<file path="src/pkg/adc_regs_pkg.sv">
package adc_regs_pkg;

    localparam int NUM_REGS = 14;
    localparam int ADDR_W = 5;
    localparam int INIT_W = 12;
    localparam int SAMPLE_W = 16;

    // register offsets
    localparam logic [4:0] POWER_CONTROL_A = 5'h00;
    localparam logic [4:0] PLL_AND_ROLE_CONTROL = 5'h01;
    localparam logic [4:0] INPUT_ROUTING_A = 5'h02;
    localparam logic [4:0] MIC_GAIN_A = 5'h03;
    localparam logic [4:0] SERIAL_FORMAT = 5'h04;
    localparam logic [4:0] RATE_AND_FILTER_SELECT = 5'h05;
    localparam logic [4:0] CLOCK_OUTPUT_CONFIG = 5'h06;
    localparam logic [4:0] VOLUME_MODE_A = 5'h07;
    localparam logic [4:0] LEFT_VOLUME_A = 5'h08;
    localparam logic [4:0] RIGHT_VOLUME_A = 5'h09;
    localparam logic [4:0] LEVEL_TIMER_A = 5'h0a;
    localparam logic [4:0] LEVEL_REFERENCE_A = 5'h0b;
    localparam logic [4:0] LEVEL_CONTROL_A = 5'h0c;
    localparam logic [4:0] MODE_CONTROL_ONE = 5'h0d;

    // reset values, indexed by offset
    localparam logic [NUM_REGS-1:0][7:0] RESET_VALUES = {
        8'ha0, 8'h00, 8'he1, 8'h00, 8'h91, 8'h91, 8'h01,
        8'h00, 8'h1f, 8'h23, 8'h01, 8'h00, 8'h24, 8'h00};
    // writable bits; the rest hold their fixed value
    localparam logic [NUM_REGS-1:0][7:0] WRITE_MASKS = {
        8'hf3, 8'hff, 8'hff, 8'h7f, 8'hff, 8'hff, 8'h01,
        8'h87, 8'hff, 8'hdf, 8'h03, 8'h7f, 8'h3f, 8'h07};

    // field positions
    localparam int LEFT_A_POWER = 0;
    localparam int RIGHT_A_POWER = 1;
    localparam int COMMON_VOLTAGE_POWER = 2;
    localparam int PLL_POWER = 0;
    localparam int MASTER_SELECT = 1;
    localparam int PLL_REF_LSB = 2;
    localparam int LEFT_A_PIN_SELECT = 0;
    localparam int RIGHT_A_PIN_SELECT = 1;
    localparam int LEFT_A_DIFFERENTIAL = 2;
    localparam int RIGHT_A_DIFFERENTIAL = 3;
    localparam int MIC_SUPPLY_A_ENABLE = 4;
    localparam int LEFT_A_PIN5_SELECT = 5;
    localparam int RIGHT_A_PIN5_SELECT = 6;
    localparam int SERIAL_FORMAT_LSB = 0;
    localparam int BITCLOCK_POLARITY = 2;
    localparam int FRAMECLOCK_PHASE = 3;
    localparam int MIX_A_ENABLE = 4;
    localparam int SLOT_FORMAT_LSB = 6;
    localparam int RATE_SELECT_LSB = 0;
    localparam int BITCLOCK_RATE_LSB = 4;
    localparam int HIGHPASS_A_LSB = 6;
    localparam int CLOCK_OUT_RATE_LSB = 0;
    localparam int CLOCK_OUT_ENABLE = 2;
    localparam int INIT_CYCLE_A_SELECT = 7;
    localparam int VOLUME_LINK_A = 0;
    localparam int RECOVERY_WAIT_LO_LSB = 0;
    localparam int ZERO_CROSS_LSB = 2;
    localparam int RECOVERY_WAIT_HI = 4;
    localparam int FIRST_RECOVERY_LSB = 5;
    localparam int LIMITER_THRESHOLD_LSB = 0;
    localparam int RECOVERY_STEP_LSB = 2;
    localparam int LIMITER_STEP_LSB = 4;
    localparam int LIMITER_ZERO_CROSS_DISABLE = 6;
    localparam int LEVEL_CONTROL_ENABLE = 7;
    localparam int LEVEL_CONTROL_LINK_ALL = 0;
    localparam int LIMITER_FAST_MODE = 1;
    localparam int TEST_UNLOCK_LSB = 4;

    // initialization lengths in sample periods
    localparam logic [INIT_W-1:0] INIT_LONG = 12'd3088;
    localparam logic [INIT_W-1:0] INIT_SHORT = 12'd1552;
    localparam logic [1:0] HIGHPASS_SHORT_OK = 2'h3;

endpackage

</file>
<file path="src/verilog/adc_group_a_control_registers.sv">
module adc_group_a_control_registers (
    // clock and reset
    input wire logic mclk,

    input wire logic rst_n,

    // power-down pin, low restores defaults everywhere
    input wire logic power_down_pin_n,

    // register port from the serial control decoder
    input wire logic reg_write,

    input wire logic reg_read,

    input wire logic [adc_regs_pkg::ADDR_W-1:0] reg_addr,

    input wire logic [7:0] reg_wdata,

    output logic [7:0] reg_rdata,

    output logic reg_rvalid,

    // sample timing and converter data
    input wire logic sample_tick,

    input wire logic [adc_regs_pkg::SAMPLE_W-1:0] adc_left,

    input wire logic [adc_regs_pkg::SAMPLE_W-1:0] adc_right,

    output logic [adc_regs_pkg::SAMPLE_W-1:0] out_left,

    output logic [adc_regs_pkg::SAMPLE_W-1:0] out_right,

    output logic out_valid,

    // analog power and routing controls
    output logic left_a_power,

    output logic right_a_power,

    output logic common_voltage_power,

    output logic left_a_ready,

    output logic right_a_ready,

    output logic mic_supply_a_enable,

    output logic [1:0] left_a_input,

    output logic [1:0] right_a_input,

    output logic left_a_differential,

    output logic right_a_differential,

    output logic [1:0] mic_gain_a,

    // clocking and serial format
    output logic pll_power,

    output logic master_mode,

    output logic [3:0] pll_reference_select,

    output logic [3:0] rate_select,

    output logic [1:0] bitclock_rate_select,

    output logic [1:0] serial_format_select,

    output logic [1:0] slot_format_select,

    output logic bitclock_polarity,

    output logic frameclock_phase,

    output logic [1:0] clock_out_rate_select,

    input wire logic clock_out_source,

    output logic clock_out,

    // volume and level control
    output logic [7:0] left_a_volume,

    output logic [7:0] right_a_volume,

    output logic [2:0] recovery_wait_a,

    output logic [1:0] zero_cross_timeout_a,

    output logic [1:0] first_recovery_speed_a,

    output logic [7:0] recovery_reference_a,

    output logic level_control_a_enable,

    output logic limiter_zero_cross_a_disable,

    output logic [1:0] limiter_step_a,

    output logic [1:0] recovery_step_a,

    output logic [1:0] limiter_threshold_a,

    output logic level_control_link_all,

    output logic limiter_fast_mode
);
    import adc_regs_pkg::*;

    typedef struct packed {
        logic [NUM_REGS-1:0][7:0] regs;

        logic [1:0] power_prev;

        logic [1:0][INIT_W-1:0] init_count;

        logic [1:0] ready;

        logic [7:0] rdata;

        logic rvalid;

        logic clk_out;

        logic [SAMPLE_W-1:0] left;

        logic [SAMPLE_W-1:0] right;

        logic valid;
    } state_t;

    state_t cur;
    state_t next_cur;

    // init length depends on the high-pass setting; the short choice needs hpf 11
    function automatic logic [INIT_W-1:0] init_length(input logic [7:0] rate_reg,
                                                      input logic [7:0] clk_reg);
        if (rate_reg[HIGHPASS_A_LSB +: 2] == HIGHPASS_SHORT_OK
            && clk_reg[INIT_CYCLE_A_SELECT]) begin
            return INIT_SHORT;
        end

        return INIT_LONG;
    endfunction

    // input pin code: 0 pin1, 1 pin2, 2 pin5
    function automatic logic [1:0] pin_code(input logic pin2, input logic pin5);
        if (pin5) begin
            return 2'h2;
        end

        return {1'b0, pin2};
    endfunction

    //////////////////////////////////////////////////////////////////////////
    logic [SAMPLE_W:0] mix_sum;

    logic [1:0] power_now;

    // a channel is live only while both powered and initialised
    logic [1:0] live;

    always_comb begin
        next_cur = cur;

        mix_sum = {adc_left[SAMPLE_W-1], adc_left} + {adc_right[SAMPLE_W-1], adc_right};

        next_cur.rvalid = 1'b0;

        next_cur.valid = 1'b0;

        // only the writable bits change; fixed bits keep their constant
        if (reg_write && reg_addr < 5'(NUM_REGS)) begin
            next_cur.regs[reg_addr[3:0]] = (reg_wdata & WRITE_MASKS[reg_addr[3:0]])
                | (RESET_VALUES[reg_addr[3:0]] & ~WRITE_MASKS[reg_addr[3:0]]);
        end

        if (reg_read) begin
            next_cur.rvalid = 1'b1;

            next_cur.rdata = (reg_addr < 5'(NUM_REGS)) ? cur.regs[reg_addr[3:0]]
                                                        : 8'h00;
        end

        // a rising power bit restarts that channel's init count
        power_now = {cur.regs[POWER_CONTROL_A][RIGHT_A_POWER],
                     cur.regs[POWER_CONTROL_A][LEFT_A_POWER]};

        // a cleared power bit silences data at once, not one edge later
        live = power_now & cur.ready;

        next_cur.power_prev = power_now;

        for (int ch = 0; ch < 2; ch++) begin
            if (!power_now[ch]) begin
                next_cur.ready[ch] = 1'b0;

                next_cur.init_count[ch] = '0;
            end else if (!cur.power_prev[ch]) begin
                next_cur.ready[ch] = 1'b0;

                next_cur.init_count[ch] = init_length(cur.regs[RATE_AND_FILTER_SELECT],
                                                      cur.regs[CLOCK_OUTPUT_CONFIG]);
            end else if (!cur.ready[ch] && sample_tick) begin
                if (cur.init_count[ch] <= 12'd1) begin
                    next_cur.ready[ch] = 1'b1;

                    next_cur.init_count[ch] = '0;
                end else begin
                    next_cur.init_count[ch] = cur.init_count[ch] - 12'd1;
                end
            end
        end

        // data is held at zero until the channel has finished its init
        if (sample_tick) begin
            next_cur.valid = 1'b1;

            if (cur.regs[SERIAL_FORMAT][MIX_A_ENABLE]) begin
                next_cur.left = live[0] ? mix_sum[SAMPLE_W:1] : '0;

                next_cur.right = live[1] ? mix_sum[SAMPLE_W:1] : '0;
            end else begin
                next_cur.left = live[0] ? adc_left : '0;

                next_cur.right = live[1] ? adc_right : '0;
            end
        end

        // gated clock only; the divider that sets its rate sits outside
        next_cur.clk_out = cur.regs[CLOCK_OUTPUT_CONFIG][CLOCK_OUT_ENABLE]
                           & clock_out_source;

        // pin low: defaults everywhere, registers included
        if (!power_down_pin_n) begin
            next_cur = '0;

            next_cur.regs = RESET_VALUES;
        end
    end

    always_ff @(posedge mclk or negedge rst_n) begin
        if (!rst_n) begin
            cur <= '0;
            cur.regs <= RESET_VALUES;
        end else begin
            cur <= next_cur;
        end
    end

    //////////////////////////////////////////////////////////////////////////
    logic [7:0] r_pwr;

    logic [7:0] r_pll;

    logic [7:0] r_route;

    logic [7:0] r_fmt;

    logic [7:0] r_rate;

    logic [7:0] r_clk;

    logic [7:0] r_timer;

    logic [7:0] r_lvl;

    logic [7:0] r_mode;

    assign r_pwr = cur.regs[POWER_CONTROL_A];

    assign r_pll = cur.regs[PLL_AND_ROLE_CONTROL];

    assign r_route = cur.regs[INPUT_ROUTING_A];

    assign r_fmt = cur.regs[SERIAL_FORMAT];

    assign r_rate = cur.regs[RATE_AND_FILTER_SELECT];

    assign r_clk = cur.regs[CLOCK_OUTPUT_CONFIG];

    assign r_timer = cur.regs[LEVEL_TIMER_A];

    assign r_lvl = cur.regs[LEVEL_CONTROL_A];

    assign r_mode = cur.regs[MODE_CONTROL_ONE];

    assign reg_rdata = cur.rdata;

    assign reg_rvalid = cur.rvalid;

    assign out_left = cur.left;

    assign out_right = cur.right;

    assign out_valid = cur.valid;

    assign left_a_ready = cur.ready[0];

    assign right_a_ready = cur.ready[1];

    assign clock_out = cur.clk_out;

    // zeroing power bits only powers down; contents stay
    assign left_a_power = r_pwr[LEFT_A_POWER];

    assign right_a_power = r_pwr[RIGHT_A_POWER];

    assign common_voltage_power = r_pwr[COMMON_VOLTAGE_POWER];

    assign pll_power = r_pll[PLL_POWER];

    assign master_mode = r_pll[MASTER_SELECT];

    assign pll_reference_select = r_pll[PLL_REF_LSB +: 4];

    assign left_a_input = pin_code(r_route[LEFT_A_PIN_SELECT], r_route[LEFT_A_PIN5_SELECT]);

    assign right_a_input = pin_code(r_route[RIGHT_A_PIN_SELECT],
                                    r_route[RIGHT_A_PIN5_SELECT]);

    assign left_a_differential = r_route[LEFT_A_DIFFERENTIAL];

    assign right_a_differential = r_route[RIGHT_A_DIFFERENTIAL];

    assign mic_supply_a_enable = r_route[MIC_SUPPLY_A_ENABLE];

    assign mic_gain_a = cur.regs[MIC_GAIN_A][1:0];

    assign serial_format_select = r_fmt[SERIAL_FORMAT_LSB +: 2];

    assign slot_format_select = r_fmt[SLOT_FORMAT_LSB +: 2];

    assign bitclock_polarity = r_fmt[BITCLOCK_POLARITY];

    assign frameclock_phase = r_fmt[FRAMECLOCK_PHASE];

    assign rate_select = r_rate[RATE_SELECT_LSB +: 4];

    assign bitclock_rate_select = r_rate[BITCLOCK_RATE_LSB +: 2];

    assign clock_out_rate_select = r_clk[CLOCK_OUT_RATE_LSB +: 2];

    // dependent mode reuses the left value; right register itself is untouched
    assign left_a_volume = cur.regs[LEFT_VOLUME_A];

    assign right_a_volume = cur.regs[VOLUME_MODE_A][VOLUME_LINK_A]
                            ? cur.regs[LEFT_VOLUME_A] : cur.regs[RIGHT_VOLUME_A];

    assign recovery_wait_a = {r_timer[RECOVERY_WAIT_HI],
                              r_timer[RECOVERY_WAIT_LO_LSB +: 2]};

    assign zero_cross_timeout_a = r_timer[ZERO_CROSS_LSB +: 2];

    assign first_recovery_speed_a = r_timer[FIRST_RECOVERY_LSB +: 2];

    assign recovery_reference_a = cur.regs[LEVEL_REFERENCE_A];

    assign level_control_a_enable = r_lvl[LEVEL_CONTROL_ENABLE];

    assign limiter_zero_cross_a_disable = r_lvl[LIMITER_ZERO_CROSS_DISABLE];

    assign limiter_step_a = r_lvl[LIMITER_STEP_LSB +: 2];

    assign recovery_step_a = r_lvl[RECOVERY_STEP_LSB +: 2];

    assign limiter_threshold_a = r_lvl[LIMITER_THRESHOLD_LSB +: 2];

    assign level_control_link_all = r_mode[LEVEL_CONTROL_LINK_ALL];

    assign limiter_fast_mode = r_mode[LIMITER_FAST_MODE];

endmodule // adc_group_a_control_registers

</file>
<file path="config.mk">
export PLATFORM = sky130hd
export DESIGN_NAME = adc_group_a_control_registers
export DESIGN_NICKNAME = d
export VERILOG_FILES = /design/src/pkg/adc_regs_pkg.sv /design/src/verilog/adc_group_a_control_registers.sv
export SDC_FILE = /design/constraint.sdc
export NUM_CORES = 1
export LEC_CHECK = 0
export ABC_AREA = 1
export CELL_PAD_IN_SITES_DETAIL_PLACEMENT = 1
export CELL_PAD_IN_SITES_GLOBAL_PLACEMENT = 1
export CORE_ASPECT_RATIO = 0.5
export CORE_MARGIN = 5
export CORE_UTILIZATION = 41
export CTS_CLUSTER_SIZE = 24
export DETAILED_ROUTE_END_ITERATION = 8
export DONT_BUFFER_PORTS = 1
export GPL_TIMING_DRIVEN = 0
export PLACE_DENSITY_LB_ADDON = 0.3
export SLEW_MARGIN = 15
export SYNTH_ARGS = -nofsm -noshare
export SYNTH_HDL_FRONTEND = slang
export SYNTH_SLANG_ARGS = --single-unit
</file>
<file path="constraint.sdc">
create_clock -name mclk -period 2.4 [get_ports mclk]
set_input_delay 0.72 -clock mclk [delete_from_list [all_inputs] [get_ports mclk]]
set_output_delay 0.72 -clock mclk [all_outputs]
set_load 0.01 [all_outputs]
</file>
==> results list, run 1 <==
* Outcome: finished with violations
- The checks that failed: hold timing.
* Placed cell count: between 1500 and 2000
- Area growth syn-to-layout: 10.2%
* CTS tree: yes
- Setup repair after global routing missed its margin: false
* Area of the core: 0.0264 mm2
* Filler Cell Count: 3281
- CTS built an H-tree with a depth of 4.
- Clock tree sinks: 183
- Fmax: 0.429 GHz
- Detail-routed net length per standard cell: 20.8 um
* Period Utilization, post-route: 0.972
* Weighted congestion at the end of routability-driven global placement: 0.908
- Number of nets still failing antenna checks after routing: 0
* Synthesized Nets: 1520
- After synthesis the cells add up to 0.0110 mm2.
- Leaving out fill and tap cells, the most frequent cell in the layout is sky130_fd_sc_hd__nand2_1.
* Horizontal extent of the die: about 240 um
- Layout net count: about 1500
- Ant diodes: 0
- The multi-input combinational cells in the finished layout cover a total of 0.00475 mm2.
* Port bufs: 0
- Hold crit path type: input pin to asynchronous set/reset pin
- For the final database, setup skew stands at 0.0163 ns.
- The register with the most flip-flops in the layout has 48 of them.
- STA classifies the critical path startpoint as an input pin.
- Total CTS buffers: 17
- Most frequent cells in the layout: sky130_fd_sc_hd__nand2_1 (367), sky130_fd_sc_hd__inv_1 (178), sky130_fd_sc_hd__dfrtp_1 (159), sky130_fd_sc_hd__nor2_1 (141), sky130_fd_sc_hd__buf_4 (99)
- Commonest register cell after synthesis: sky130_fd_sc_hd__dfrtp_1
* Storage cell area: approximately 0.0046 mm2
* Yosys reg bits: 183
- STA puts the critical path data arrival time at 2.71 ns.
* Gate family responsible for the most delay along the worst path: buffers and inverters
- Pin placement for this block handled 170 I/O pins.
* Pin count of the biggest net entering global routing: 184
- Number of antenna violations at the first check in global routing: 0
* Initial detailed-routing violation count: 634
- Along the worst path, the maximum fanout reaches 11.
- For met3 alone, demand over resource in global routing was 0.0634.
- The die is 126 um tall.
- Summed over all layers, the global routing overflow is 0.
* CTS Root Buffer Type: sky130_fd_sc_hd__clkbuf_16
* Share of post-route cells with drive strength above 1: 0.167
- Final critical path time including I/O delays and setup: 2.33 ns
* Clock latency on the worst-skew pair: 0.47 ns
- Dividing the detail-routed via count by the number of cells gives 5.34.
- After technology mapping, the gate count stands at 1443.
- The die covers 0.0303 mm2.
* Max transition margin: 0.412
- Cells along the critical path: inv_1, buf_4, ha_2, inv_1, a22oi_1, nand2_1, nand2_2, inv_1, clkbuf_4, o22ai_1
- Summed over all nets, the half-perimeter wirelength after detailed placement is 28500 um.
- Total power after layout: 0.00699 W
- Met1 track utilization from global routing: 0.324
- For this configuration, the core starts out at a cell density of 0.415.
- The synthesized design contains 0 enable-type register cells.
* Clock transition at the register clock pins on the worst setup and hold paths after CTS: approximately 0.080 ns
- VDD sags by at most 0.000492 V.
- Across every metal layer, demand over resource in global routing totals 0.252.
- The routed design has 38100 um of wire.
* Most prevalent standard cell on the critical path: sky130_fd_sc_hd__inv_1
* Vias in the first global route: between 10000 and 15000
- Hold Fails Final Rpt: 48
- After floorplanning, the core was divided into 42 placement rows.
- In the synthesized netlist the async set-or-reset flop fraction comes to 1.00.
- Max-cap violations in this run came to 0.
* Maximum number of buffers from clock root to sink: 2
- Maximum single-stage delay on the critical path: between 0.2 and 0.3 ns
- For this run, the detailed router's first-pass iteration total came to 5.
- Required time of the worst setup path: 2.78 ns
- Together, buffers and inverters on the worst path number 5.
* Crit path max-delay cell type: sky130_fd_sc_hd__buf_4
* Register containing the most flip-flops in the final layout: cur
- Across all layers, the routed design uses 9765 vias.
* Leak pwr: 6.22 nW
- The count of cells in the finished layout, fillers not included, comes to approximately 1800.
* Busiest layer in global routing: met2
- For this run, global-route usage on met2 was measured as 0.423.
- The first global-routing pass estimated 59100 um of wire.
- Final hold slack: -0.0554 ns
* Synth warn: 0
- Synthesis instantiated between 40 and 50 different standard cells from the library.
- After detailed routing, the number of remaining DRC violations is 0.
- At the pin with the least slew margin, the transition time is just under 0.9 ns.
- Category of the worst setup path capture point: flip-flop
- Power spread over the standard cell area amounts to 579 mW/mm2.
* Portion of the post-synthesis area used by sequential elements: 0.421
- The critical path in this run is classified as input pin to flip-flop.
- Mean Syn Cell Area: 7.59 um2
- The final-report max-slew violation count is 0.
- Final setup viols: 0
cell usage after synthesis, types with 2 or more instances:
cell / instances / share of area
sky130_fd_sc_hd__o21ai_0: 91 / 0.042
sky130_fd_sc_hd__nand4_1: 6 / 0.0034
sky130_fd_sc_hd__buf_4: 93 / 0.064
sky130_fd_sc_hd__nand2_2: 11 / 0.0063
sky130_fd_sc_hd__dfstp_2: 24 / 0.058
sky130_fd_sc_hd__or2_2: 5 / 0.0029
sky130_fd_sc_hd__dfrtp_1: 159 / 0.36
sky130_fd_sc_hd__nor2_2: 11 / 0.0063
sky130_fd_sc_hd__xnor2_1: 3 / 0.0024
sky130_fd_sc_hd__o21ai_4: 2 / 0.0030
sky130_fd_sc_hd__a22o_1: 2 / 0.0016
sky130_fd_sc_hd__buf_1: 3 / 0.0010
sky130_fd_sc_hd__nand2_4: 4 / 0.0041
sky130_fd_sc_hd__nor2_8: 2 / 0.0037
sky130_fd_sc_hd__o22ai_1: 57 / 0.033
sky130_fd_sc_hd__nand3_2: 4 / 0.0037
sky130_fd_sc_hd__buf_6: 2 / 0.0021
sky130_fd_sc_hd__inv_2: 10 / 0.0034
sky130_fd_sc_hd__inv_1: 179 / 0.061
sky130_fd_sc_hd__nor2_1: 141 / 0.048
sky130_fd_sc_hd__nor3_1: 10 / 0.0046
sky130_fd_sc_hd__a32o_1: 2 / 0.0018
sky130_fd_sc_hd__nor3b_1: 2 / 0.0014
sky130_fd_sc_hd__nand2_1: 368 / 0.13
sky130_fd_sc_hd__nor2_4: 7 / 0.0072
sky130_fd_sc_hd__clkbuf_1: 14 / 0.0048
sky130_fd_sc_hd__nand3_1: 43 / 0.020
sky130_fd_sc_hd__a21oi_1: 62 / 0.028
sky130_fd_sc_hd__ha_1: 24 / 0.027
sky130_fd_sc_hd__xor2_1: 10 / 0.0080
sky130_fd_sc_hd__buf_2: 23 / 0.011
sky130_fd_sc_hd__o21ai_1: 22 / 0.010
sky130_fd_sc_hd__nand4_4: 2 / 0.0039
sky130_fd_sc_hd__o211ai_1: 23 / 0.016
sky130_fd_sc_hd__a22oi_1: 9 / 0.0062
worst reg2reg max path, cell delays in order (launching register included):
cell and delay (ns):
sky130_fd_sc_hd__dfrtp_1 0.52, sky130_fd_sc_hd__nand2_1 0.25, sky130_fd_sc_hd__nor3_2 0.37, sky130_fd_sc_hd__inv_1 0.16, sky130_fd_sc_hd__clkbuf_1 0.31, sky130_fd_sc_hd__nor2_1 0.17
sky130_fd_sc_hd__nand2_1 0.11, sky130_fd_sc_hd__nand2_1 0.07
report_power, final:
group          switching (W)  total [W]  internal, W
clock network        0.00144    0.00308      0.00165
logic               0.000565   0.000783     0.000219
registers          0.0000174    0.00313      0.00311
path summary, 6_finish.rpt:
path	slack [ns]	from	cells after the start	endpoint
min in group mclk	0.37	sample_tick	2	out_valid
max	0.07	reg_addr[1]	10	r_clk[5]
max in group asynchronous	1.96	rst_n	0	r_mode[5]
min reg2reg	0.48	out_right[4]	2	out_right[4]
min	-0.06	rst_n	0	out_left[11]
max reg2reg	0.39	r_pwr[1]	7	out_right[8]
final cells by class:
| type | count | share of cell area |
|---|---|---|
| tap | 352 | 0.0365 |
| inverter | 189 | 0.0587 |
| multi-input combinational | 936 | 0.394 |
| buffer | 135 | 0.0759 |
| sequential | 183 | 0.382 |
| clock inverter | 13 | 0.0148 |
| timing repair buffer | 2 | 0.00124 |
| clock buffer | 19 | 0.0375 |
logic make-up after synthesis:
family / Yosys count / share of synthesized area
and+or+nand+nor: 623 / 0.247
buffers and inverters: 324 / 0.147
AOI/OAI and AO/OA: 275 / 0.145
DFF: 183 / 0.421
adders and majority gates: 25 / 0.0292
xor gates and xnor gates: 13 / 0.0104
metrics by stage:
step	setup WS [ns]	TNS, ns	cell area, um2	util
after global routing	0.000106	0	12100	0.458
after CTS	0.00862	0	12000	0.457
after global placement	-0.686	-30.73	11400	0.432
final	0.0673	0	12100	0.458
after detailed placement	-0.752	-34.76	11400	0.432
after floorplan	0.137	0	11000	-
routing by layer:
metal  share of wire  up-vias
li1                -     4595
met1            0.43     4884
met2            0.49      238
met3           0.062       48
met4           0.022        0
met5               0        -
timing repair:
item                       CTS  global route
gates resized for setup      8             6
setup endpoints to repair   45            25
buffers inserted             0             2
hold endpoints to repair   159           116
Power figures use the tool's default switching activity.
==> inputs of run 2 (changes only) <==
--- a/config.mk
+++ b/config.mk
@@ -6,8 +6,6 @@
 export NUM_CORES = 1
 export LEC_CHECK = 0
 export ABC_AREA = 1
-export CELL_PAD_IN_SITES_DETAIL_PLACEMENT = 1
-export CELL_PAD_IN_SITES_GLOBAL_PLACEMENT = 1
 export CORE_ASPECT_RATIO = 0.5
 export CORE_MARGIN = 5
 export CORE_UTILIZATION = 41
==> constraint.sdc (replaced) <==
create_clock -name mclk -period 1.9 [get_ports mclk]
set_input_delay 0.57 -clock mclk [delete_from_list [all_inputs] [get_ports mclk]]
set_output_delay 0.57 -clock mclk [all_outputs]
set_load 0.01 [all_outputs]
==> run 2 against run 1 <==
  * Critical endpoint is now right_a_volume[4]
  * The run ends with hold timing, setup timing left
  * Count of clock-buffer cells in the layout rose by 3
  * Largest power group unchanged
  * Final area grew 0.73%
  * Global-route usage down 3.3 points
  * Core utilization up 0.33 points
  * Non-clock buffer count up 3
==> results list, run 2 (synthesis results as in run 1) <==
* CTS Root Buffer Type: sky130_fd_sc_hd__clkbuf_16 (unchanged)
* Area of the core: 0.0264 mm2 (unchanged)
- Number of remaining DRC errors: 0 (unchanged)
- Number of antenna violations at the first check in global routing: 1 (was 0)
- The die outline area is 0.0303 mm2 (unchanged).
- The area of combinational cells with multiple inputs came to 0.00482 mm2 (was 0.00475 mm2).
- The final net count is 1544 (was 1541).
- Final critical path time including I/O delays and setup: 1.94 ns
- Clock tree sinks: 183 (unchanged)
* Worst setup timing slack at the placement stage: -0.498 ns (was -0.752 ns)
* Pin count of the biggest net entering global routing: 184 (unchanged)
* Share of post-route cells with drive strength above 1: 0.178 (was 0.167)
- The count of input and output buffers is 0 (unchanged).
* Hold crit path type: input pin to asynchronous set/reset pin (unchanged)
- Maximum number of buffers from clock root to sink: 2 (unchanged)
* Wire length of the first global-routing pass: 51900 um (was 59100 um)
* Net Switching: 0.00227 W (was 0.00202 W)
* Most common cell after layout, fill and taps aside: sky130_fd_sc_hd__nand2_1 (unchanged)
* Number of flip-flops under the largest register name: 48 (unchanged)
- The worst clock skew is 0.0101 ns (was 0.0163 ns).
- Largest fanout on the critical path: 5 (was 11)
- Ant diodes: 0 (unchanged)
* Hold Fails Final Rpt: 166 (was 48)
* Total routing resource utilization after global routing: 0.219 (was 0.252)
- Vias in the first global route: 9179 (was 10305)
- The first-pass detailed-route iteration total is 6 (was 5).
- The max capacitance violation total came to 0 (unchanged).
* Register containing the most flip-flops in the final layout: cur (unchanged)
- Period Utilization, post-route: 1.02
- The detailed-route via count is 9516 (was 9765).
- Setup repair after global routing missed its margin: true (was false).
- Relative contribution of sequential cells to total power: 0.465 (was 0.447)
* Internal Pwr Total: 0.00623 W (was 0.00497 W)
- Initial detailed-routing violation count: 985 (was 634)
- The width of the die is 241 um (unchanged).
- Setup TNS: -0.197 ns (was 0 ns)
- GRT overflow: 0 (unchanged)
- The final routed wirelength across all metal layers was 33200 um (was 38100 um).
* Violations in the final reports: hold timing, setup timing (was hold timing)
* R2r startpoint: r_fmt[4] (was r_pwr[1])
* Weighted congestion at the end of routability-driven global placement: 0.977 (was 0.908)
- Final hold slack: -0.183 ns (was -0.0554 ns)
- The switching share of total power came to 0.267 (was 0.289).
- Outcome: finished with violations (unchanged)
* Tightest Pin Transition: 0.884 ns (was 0.883 ns)
- Pins Over Slew Limit: 0 (unchanged)
* Post-route worst setup slack: -0.0391 ns (was 0.0673 ns)
- The CTS tree was yes (unchanged).
* Filler Cell Count: 2595 (was 3281)
- Static timing analysis puts the maximum clock frequency at between 0.5 and 0.6 GHz.
* Final setup viols: 8 (was 0)
- Highest ir drop seen on vdd: 0.000604 V (was 0.000492 V)
- Gate power share: 0.112 (about the same)
* Reg2reg setup slack: 0.14 ns (was 0.39 ns)
- Leak pwr: 6.25 nW (was 6.22 nW)
* Number of nets still failing antenna checks after routing: 0 (unchanged)
* Share of total power in the clock network: 0.423 (was 0.441)
- Clock transition at the register clock pins on the worst setup and hold paths after CTS: 0.07 ns (was 0.08 ns)
- Most frequent cells in the layout: sky130_fd_sc_hd__nand2_1 (364), sky130_fd_sc_hd__inv_1 (175), sky130_fd_sc_hd__dfrtp_1 (159), sky130_fd_sc_hd__nor2_1 (141), sky130_fd_sc_hd__buf_4 (100) (was sky130_fd_sc_hd__nand2_1 (367), sky130_fd_sc_hd__inv_1 (178), sky130_fd_sc_hd__dfrtp_1 (159), sky130_fd_sc_hd__nor2_1 (141), sky130_fd_sc_hd__buf_4 (99))
- The kind of critical path is flip-flop to output port (was input pin to flip-flop).
- The initial standard-cell utilization of the core came to 0.415 (unchanged).
- Data arrival time of the worst path: 1.37 ns (was 2.71 ns)
- The total number of placement rows came to 42 (unchanged).
- The H-tree depth was 4 (unchanged).
- Half-perimeter wire length after placement: 24800 um (was 28500 um)
* Detail-routed net length per standard cell: 18.1 um (was 20.8 um)
- The insertion delay of the later-clocked pin in the worst-skew pair was 0.45 ns (was 0.47 ns).
* Number of top-level pins: 170 (unchanged)
- The nature of the critical path endpoint was an output port (was flip-flop).
- The required time reported for the critical path endpoint was 1.33 ns (was 2.78 ns).
* Max transition margin: 0.410 (was 0.412)
- PD cells: 699 mW/mm2 (was 579 mW/mm2)
- The detail-routed via count per cell was 5.19 (was 5.34).
- The die boundary height was 126 um (unchanged).
* Area growth syn-to-layout: 11.0% (was 10.2%)
* Cells on worst reg2reg path: 5 (was 7)
- The endpoint of the worst-slack reg-to-reg timing path is out_left[11] (was out_right[8]).
* Storage cell area: 0.00461 mm2 (unchanged)
* Worst setup SP type: flip-flop (was input pin)
* Total CTS buffers: 17 (unchanged)
==> run 2: power groups by stage <==
| stage | logic (W) | registers [W] | clock network, W |
|---|---|---|---|
| 4_1_cts | 0.000925 | 0.00395 | 0.00366 |
| 6_report | 0.000954 | 0.00395 | 0.00360 |
| 5_1_grt | 0.00105 | 0.00395 | 0.00384 |
| 2_1_floorplan | 0.000662 | 0.00401 | 0 |
| 3_3_place_gp | 0.000912 | 0.00402 | 0 |
| 3_5_place_dp | 0.000915 | 0.00402 | 0 |
==> run 2: layer usage <==
metal | wire, um | global-route usage | part of all wire | vias to the layer above
li1 | - | - | - | 4586
met1 | 14700 | 0.297 | 0.44 | 4551
met2 | 15500 | 0.343 | 0.47 | 320
met3 | 2070 | 0.0508 | 0.062 | 57
met4 | 986 | 0.0809 | 0.030 | 2
met5 | 7 | 0 | 0.00021 | -
==> run 2: how the worst max path moves through the flow <==
| stage | endpoint | cells after the start | start | slack (ns) |
|---|---|---|---|---|
| CTS | right_a_volume[2] | 2 | cur[127] | -0.03 |
| global route | right_a_volume[3] | 3 | cur[127] | -0.08 |
| finish | right_a_volume[4] | 3 | cur[127] | -0.04 |
| detailed placement | cur[98] | 8 | reg_addr[1] | -0.50 |
| global placement | r_pll[3] | 8 | reg_addr[1] | -0.53 |
| floorplan | r_clk[5] | 11 | reg_addr[1] | 0.01 |
==> run 2: worst max-delay path, cell delays in order, from the launching register on <==
cell and delay (ns):
sky130_fd_sc_hd__dfstp_2 0.59, sky130_fd_sc_hd__clkbuf_8 0.16, sky130_fd_sc_hd__nand2_1 0.07, sky130_fd_sc_hd__o21ai_2 0.10
==> run 2: cell type report <==
class	instances	share of cell area
repair buffers	6	0.00422
well taps	352	0.0362
flip-flops and latches	183	0.379
clock inverters	10	0.00998
inverters	189	0.0589
multi-input cells	936	0.396
clock buffers	22	0.0382
plain buffers	134	0.0775
==> run 2: what timing repair did <==
item / 4_1_cts / 5_1_grt
pin swaps: 0 / 2
gates resized for setup: 22 / 18
setup buffers: 1 / 4
hold endpoints to repair: 183 / 171
endpoints found under the setup margin: 25 / 76
gates cloned: 1 / 0
==> run 2: metrics by stage <==
stage	util	hold slack, ns	instances	power (W)	area (um2)
floorplan	-	0.274	1443	0.00468	11000
detailed placement	0.433	0.284	1795	0.00494	11400
finish	0.461	-0.183	1832	0.00850	12200
CTS	0.458	-0.209	1829	0.00853	12100
global placement	0.433	0.284	1795	0.00493	11400
global route	0.461	-0.209	1832	0.00884	12200
==> inputs of run 3 (changes only) <==
--- a/config.mk
+++ b/config.mk
@@ -13,8 +13,8 @@
 export DETAILED_ROUTE_END_ITERATION = 8
 export DONT_BUFFER_PORTS = 1
 export GPL_TIMING_DRIVEN = 0
-export PLACE_DENSITY_LB_ADDON = 0.3
 export SLEW_MARGIN = 15
 export SYNTH_ARGS = -nofsm -noshare
 export SYNTH_HDL_FRONTEND = slang
 export SYNTH_SLANG_ARGS = --single-unit
+export TNS_END_PERCENT = 30
==> constraint.sdc (replaced) <==
create_clock -name mclk -period 2.35 [get_ports mclk]
set_input_delay 0.705 -clock mclk [delete_from_list [all_inputs] [get_ports mclk]]
set_output_delay 0.705 -clock mclk [all_outputs]
set_load 0.01 [all_outputs]
==> run 3 against run 2 <==
  * The flow finishes with violations (hold timing)
  * Worst setup slack gained 0.061 ns
  * Worst hold slack better by 0.13 ns
  * Non-clock buffer count decreased by 4
  * Critical path type is now input pin to flip-flop
  * Largest cell class unchanged
==> results list, run 3 (synthesis results as in run 1) <==
- Outcome: finished with violations (unchanged).
* Violations in the final reports: hold timing (was hold timing, setup timing)
* Area of the core: 0.0264 mm2 (unchanged)
- The weighted congestion at the end of routability-driven global placement was 0.953 (was 0.977).
- The startpoint class of the critical path was an input pin (was flip-flop).
- The slack of the critical path came to 0.0216 ns (was -0.0391 ns).
- Clock transition at the register clock pins on the worst setup and hold paths after CTS: 0.08 ns (was 0.07 ns)
- The number of buffers on the longest clock path was 2 (unchanged).
- The final worst hold slack was -0.0503 ns (was -0.183 ns).
- The max capacitance violation total came to 0 (unchanged).
- The total number of placement rows is 42 (unchanged).
* Type of the worst setup path: input pin to flip-flop (was flip-flop to output port)
* Area of the die: 0.0303 mm2 (unchanged)
- Total power after layout: 0.00715 W (was 0.00850 W)
- The detailed-route via count came to 9450 (was 9516).
- The final-report hold violation count came to 33 (was 166).
- Clock tree sinks: 183 (unchanged)
- Share of post-route cells with drive strength above 1: 0.163 (was 0.178)
- The power density over the cells is 592 mW/mm2 (was 699 mW/mm2).
- The largest net degree at the start of global routing is 184 (unchanged).
* Number of antenna violations at the first check in global routing: 0 (was 1)
- Period Utilization, post-route: 0.991
- Worst setup timing slack at the placement stage: -0.735 ns (was -0.498 ns)
- Fmax: 0.429 GHz
- Number of remaining DRC errors: 0 (unchanged)
* Area growth syn-to-layout: 10.1% (was 11.0%)
- The count of nets left with antenna violations after detail routing is 0 (unchanged).
- The initial standard-cell utilization of the core came to 0.415 (unchanged).
- The detail-routed via count per cell was 5.17 (was 5.19).
- Setup repair after global routing missed its margin: false (was true)
- The post-DP HPWL is 25200 um (was 24800 um).
- Data arrival time of the worst path: 2.64 ns (was 1.37 ns)
* Final setup viols: 0 (was 8)
- Most common cell after layout, fill and taps aside: sky130_fd_sc_hd__nand2_1 (unchanged)
- The buffer type at the clock tree root is sky130_fd_sc_hd__clkbuf_16 (unchanged).
- The number of diodes added for antenna fixing was 0 (unchanged).
* Vias in the first global route: 9185 (was 9179)
- Highest ir drop seen on vdd: 0.000555 V (was 0.000604 V)
* Tightest Pin Transition: 0.854 ns (was 0.884 ns)
* Post-Route Skew: 0.0134 ns (was 0.0101 ns)
* Hold crit path type: input pin to asynchronous set/reset pin (unchanged)
- Pins Over Slew Limit: 0 (unchanged)
* Required time of the worst setup path: 2.66 ns (was 1.33 ns)
- The die boundary height was 126 um (unchanged).
* Number of top-level pins: 170 (unchanged)
- Number of levels the H-tree was split into: 4 (unchanged)
- Gate family responsible for the most delay along the worst path: buffers and inverters (was flip-flops)
- The placed standard-cell area was 0.0114 mm2 (about the same).
- The critical path's largest stage delay was 0.40 ns (was 0.59 ns).
* Register containing the most flip-flops in the final layout: cur (unchanged)
* Max transition margin: 0.431 (was 0.410)
- The nature of the critical path endpoint was a flip-flop (was output port).
- Cells along the critical path: buf_2, inv_1, buf_4, ha_1, nand2_1, nand3_1, nand2_1, buf_2, o22ai_1 (was clkbuf_8, nand2_1, o21ai_2).
- The final routed wirelength across all metal layers was 33800 um (was 33200 um).
- GRT overflow: 0 (unchanged)
- CTS tree: yes (unchanged)
- The aggregate global-route resource usage was 0.223 (was 0.219).
- The number of flip-flops in the largest register came to 48 (unchanged).
* Largest fanout on the critical path: 11 (was 5)
* Filler Cell Count: 2684 (was 2595)
- The first-pass detailed-route iteration total is 5 (was 6).
- Port bufs: 0 (unchanged)
- Total CTS buffers: 17 (unchanged)
- The leakage power is 6.22 nW (was 6.25 nW).
- Horizontal extent of the die: 241 um (unchanged)
* Layout net count: 1540 (was 1544)
- Crit path max-delay cell type: sky130_fd_sc_hd__buf_2 (was sky130_fd_sc_hd__dfstp_2)
* Initial detailed-routing violation count: 811 (was 985)
- The post-detailed-route wirelength per cell was 18.5 um (was 18.1 um).
- The utilization after layout was 0.457 (was 0.461).
* Post-route standard cell area excluding fillers: 0.0121 mm2 (was 0.0122 mm2)
- Final critical path time including I/O delays and setup: 2.33 ns
- Most frequent cells in the layout: sky130_fd_sc_hd__nand2_1 (366), sky130_fd_sc_hd__inv_1 (179), sky130_fd_sc_hd__dfrtp_1 (159), sky130_fd_sc_hd__nor2_1 (141), sky130_fd_sc_hd__buf_4 (98) (was sky130_fd_sc_hd__nand2_1 (364), sky130_fd_sc_hd__inv_1 (175), sky130_fd_sc_hd__dfrtp_1 (159), sky130_fd_sc_hd__nor2_1 (141), sky130_fd_sc_hd__buf_4 (100))
- Wire length of the first global-routing pass: 52300 um (was 51900 um)
* Critical path buffers and inverters: 4 (was 1)
- Clock latency on the worst-skew pair: 0.46 ns (was 0.45 ns)
==> run 3: cell count changes in the layout (fill, tap and decap cells not counted), sizes merged <==
cell	before	now
clkinvlp	5	0
buf	125	122
inv	188	190
bufinv	2	4
clkinv	4	2
clkbuf	37	39
==> run 3: what timing repair did <==
item,CTS,global route
resized for setup,7,6
gates cloned,0,0
setup endpoints to repair,42,36
pin swaps,0,1
setup buffers,0,1
endpoints found under the hold margin,159,159
==> run 3: worst paths after layout <==
kind                                from                       to  slack [ns]  depth (start not counted)
max                          reg_addr[0]                r_rate[6]        0.02                          9
min                                rst_n               r_timer[4]       -0.05                          0
max reg2reg                     r_pwr[1]             out_right[5]        0.24                          7
min reg2reg                out_right[14]            out_right[14]        0.48                          2
max in group asynchronous          rst_n  recovery_reference_a[6]        1.96                          0
min in group mclk            sample_tick                out_valid        0.36                          2
==> run 3: through the flow <==
stage                     TNS (ns)  std cells
final                            0       1828
after global routing             0       1828
after CTS                  -0.0127       1827
after detailed placement    -33.32       1795
after global placement      -32.32       1795
after floorplan                  0       1443
==> run 3: where the power goes <==
| group | switching (W) | leakage, nW | internal (W) |
|---|---|---|---|
| logic | 0.000549 | 3.44 | 0.000224 |
| registers | 0.0000172 | 2.47 | 0.00318 |
| clock network | 0.00131 | 0.306 | 0.00187 |
==> run 3: routing by layer <==
metal / global-route usage / vias up / wire [um]
li1: - / 4589 / -
met5: 0 / - / 0
met4: 0.0607 / 0 / 617
met1: 0.317 / 4551 / 15600
met2: 0.347 / 269 / 15600
met3: 0.0471 / 41 / 2040
==> run 3: area by class of cell <==
type,instances,area [um2],share of cell area
flip-flops and latches,183,4610,0.382
clock inverters,7,143,0.0118
multi-input cells,936,4750,0.394
well taps,352,440,0.0365
inverters,189,709,0.0588
repair buffers,1,7.51,0.000622
plain buffers,135,915,0.0758
clock buffers,25,485,0.0402
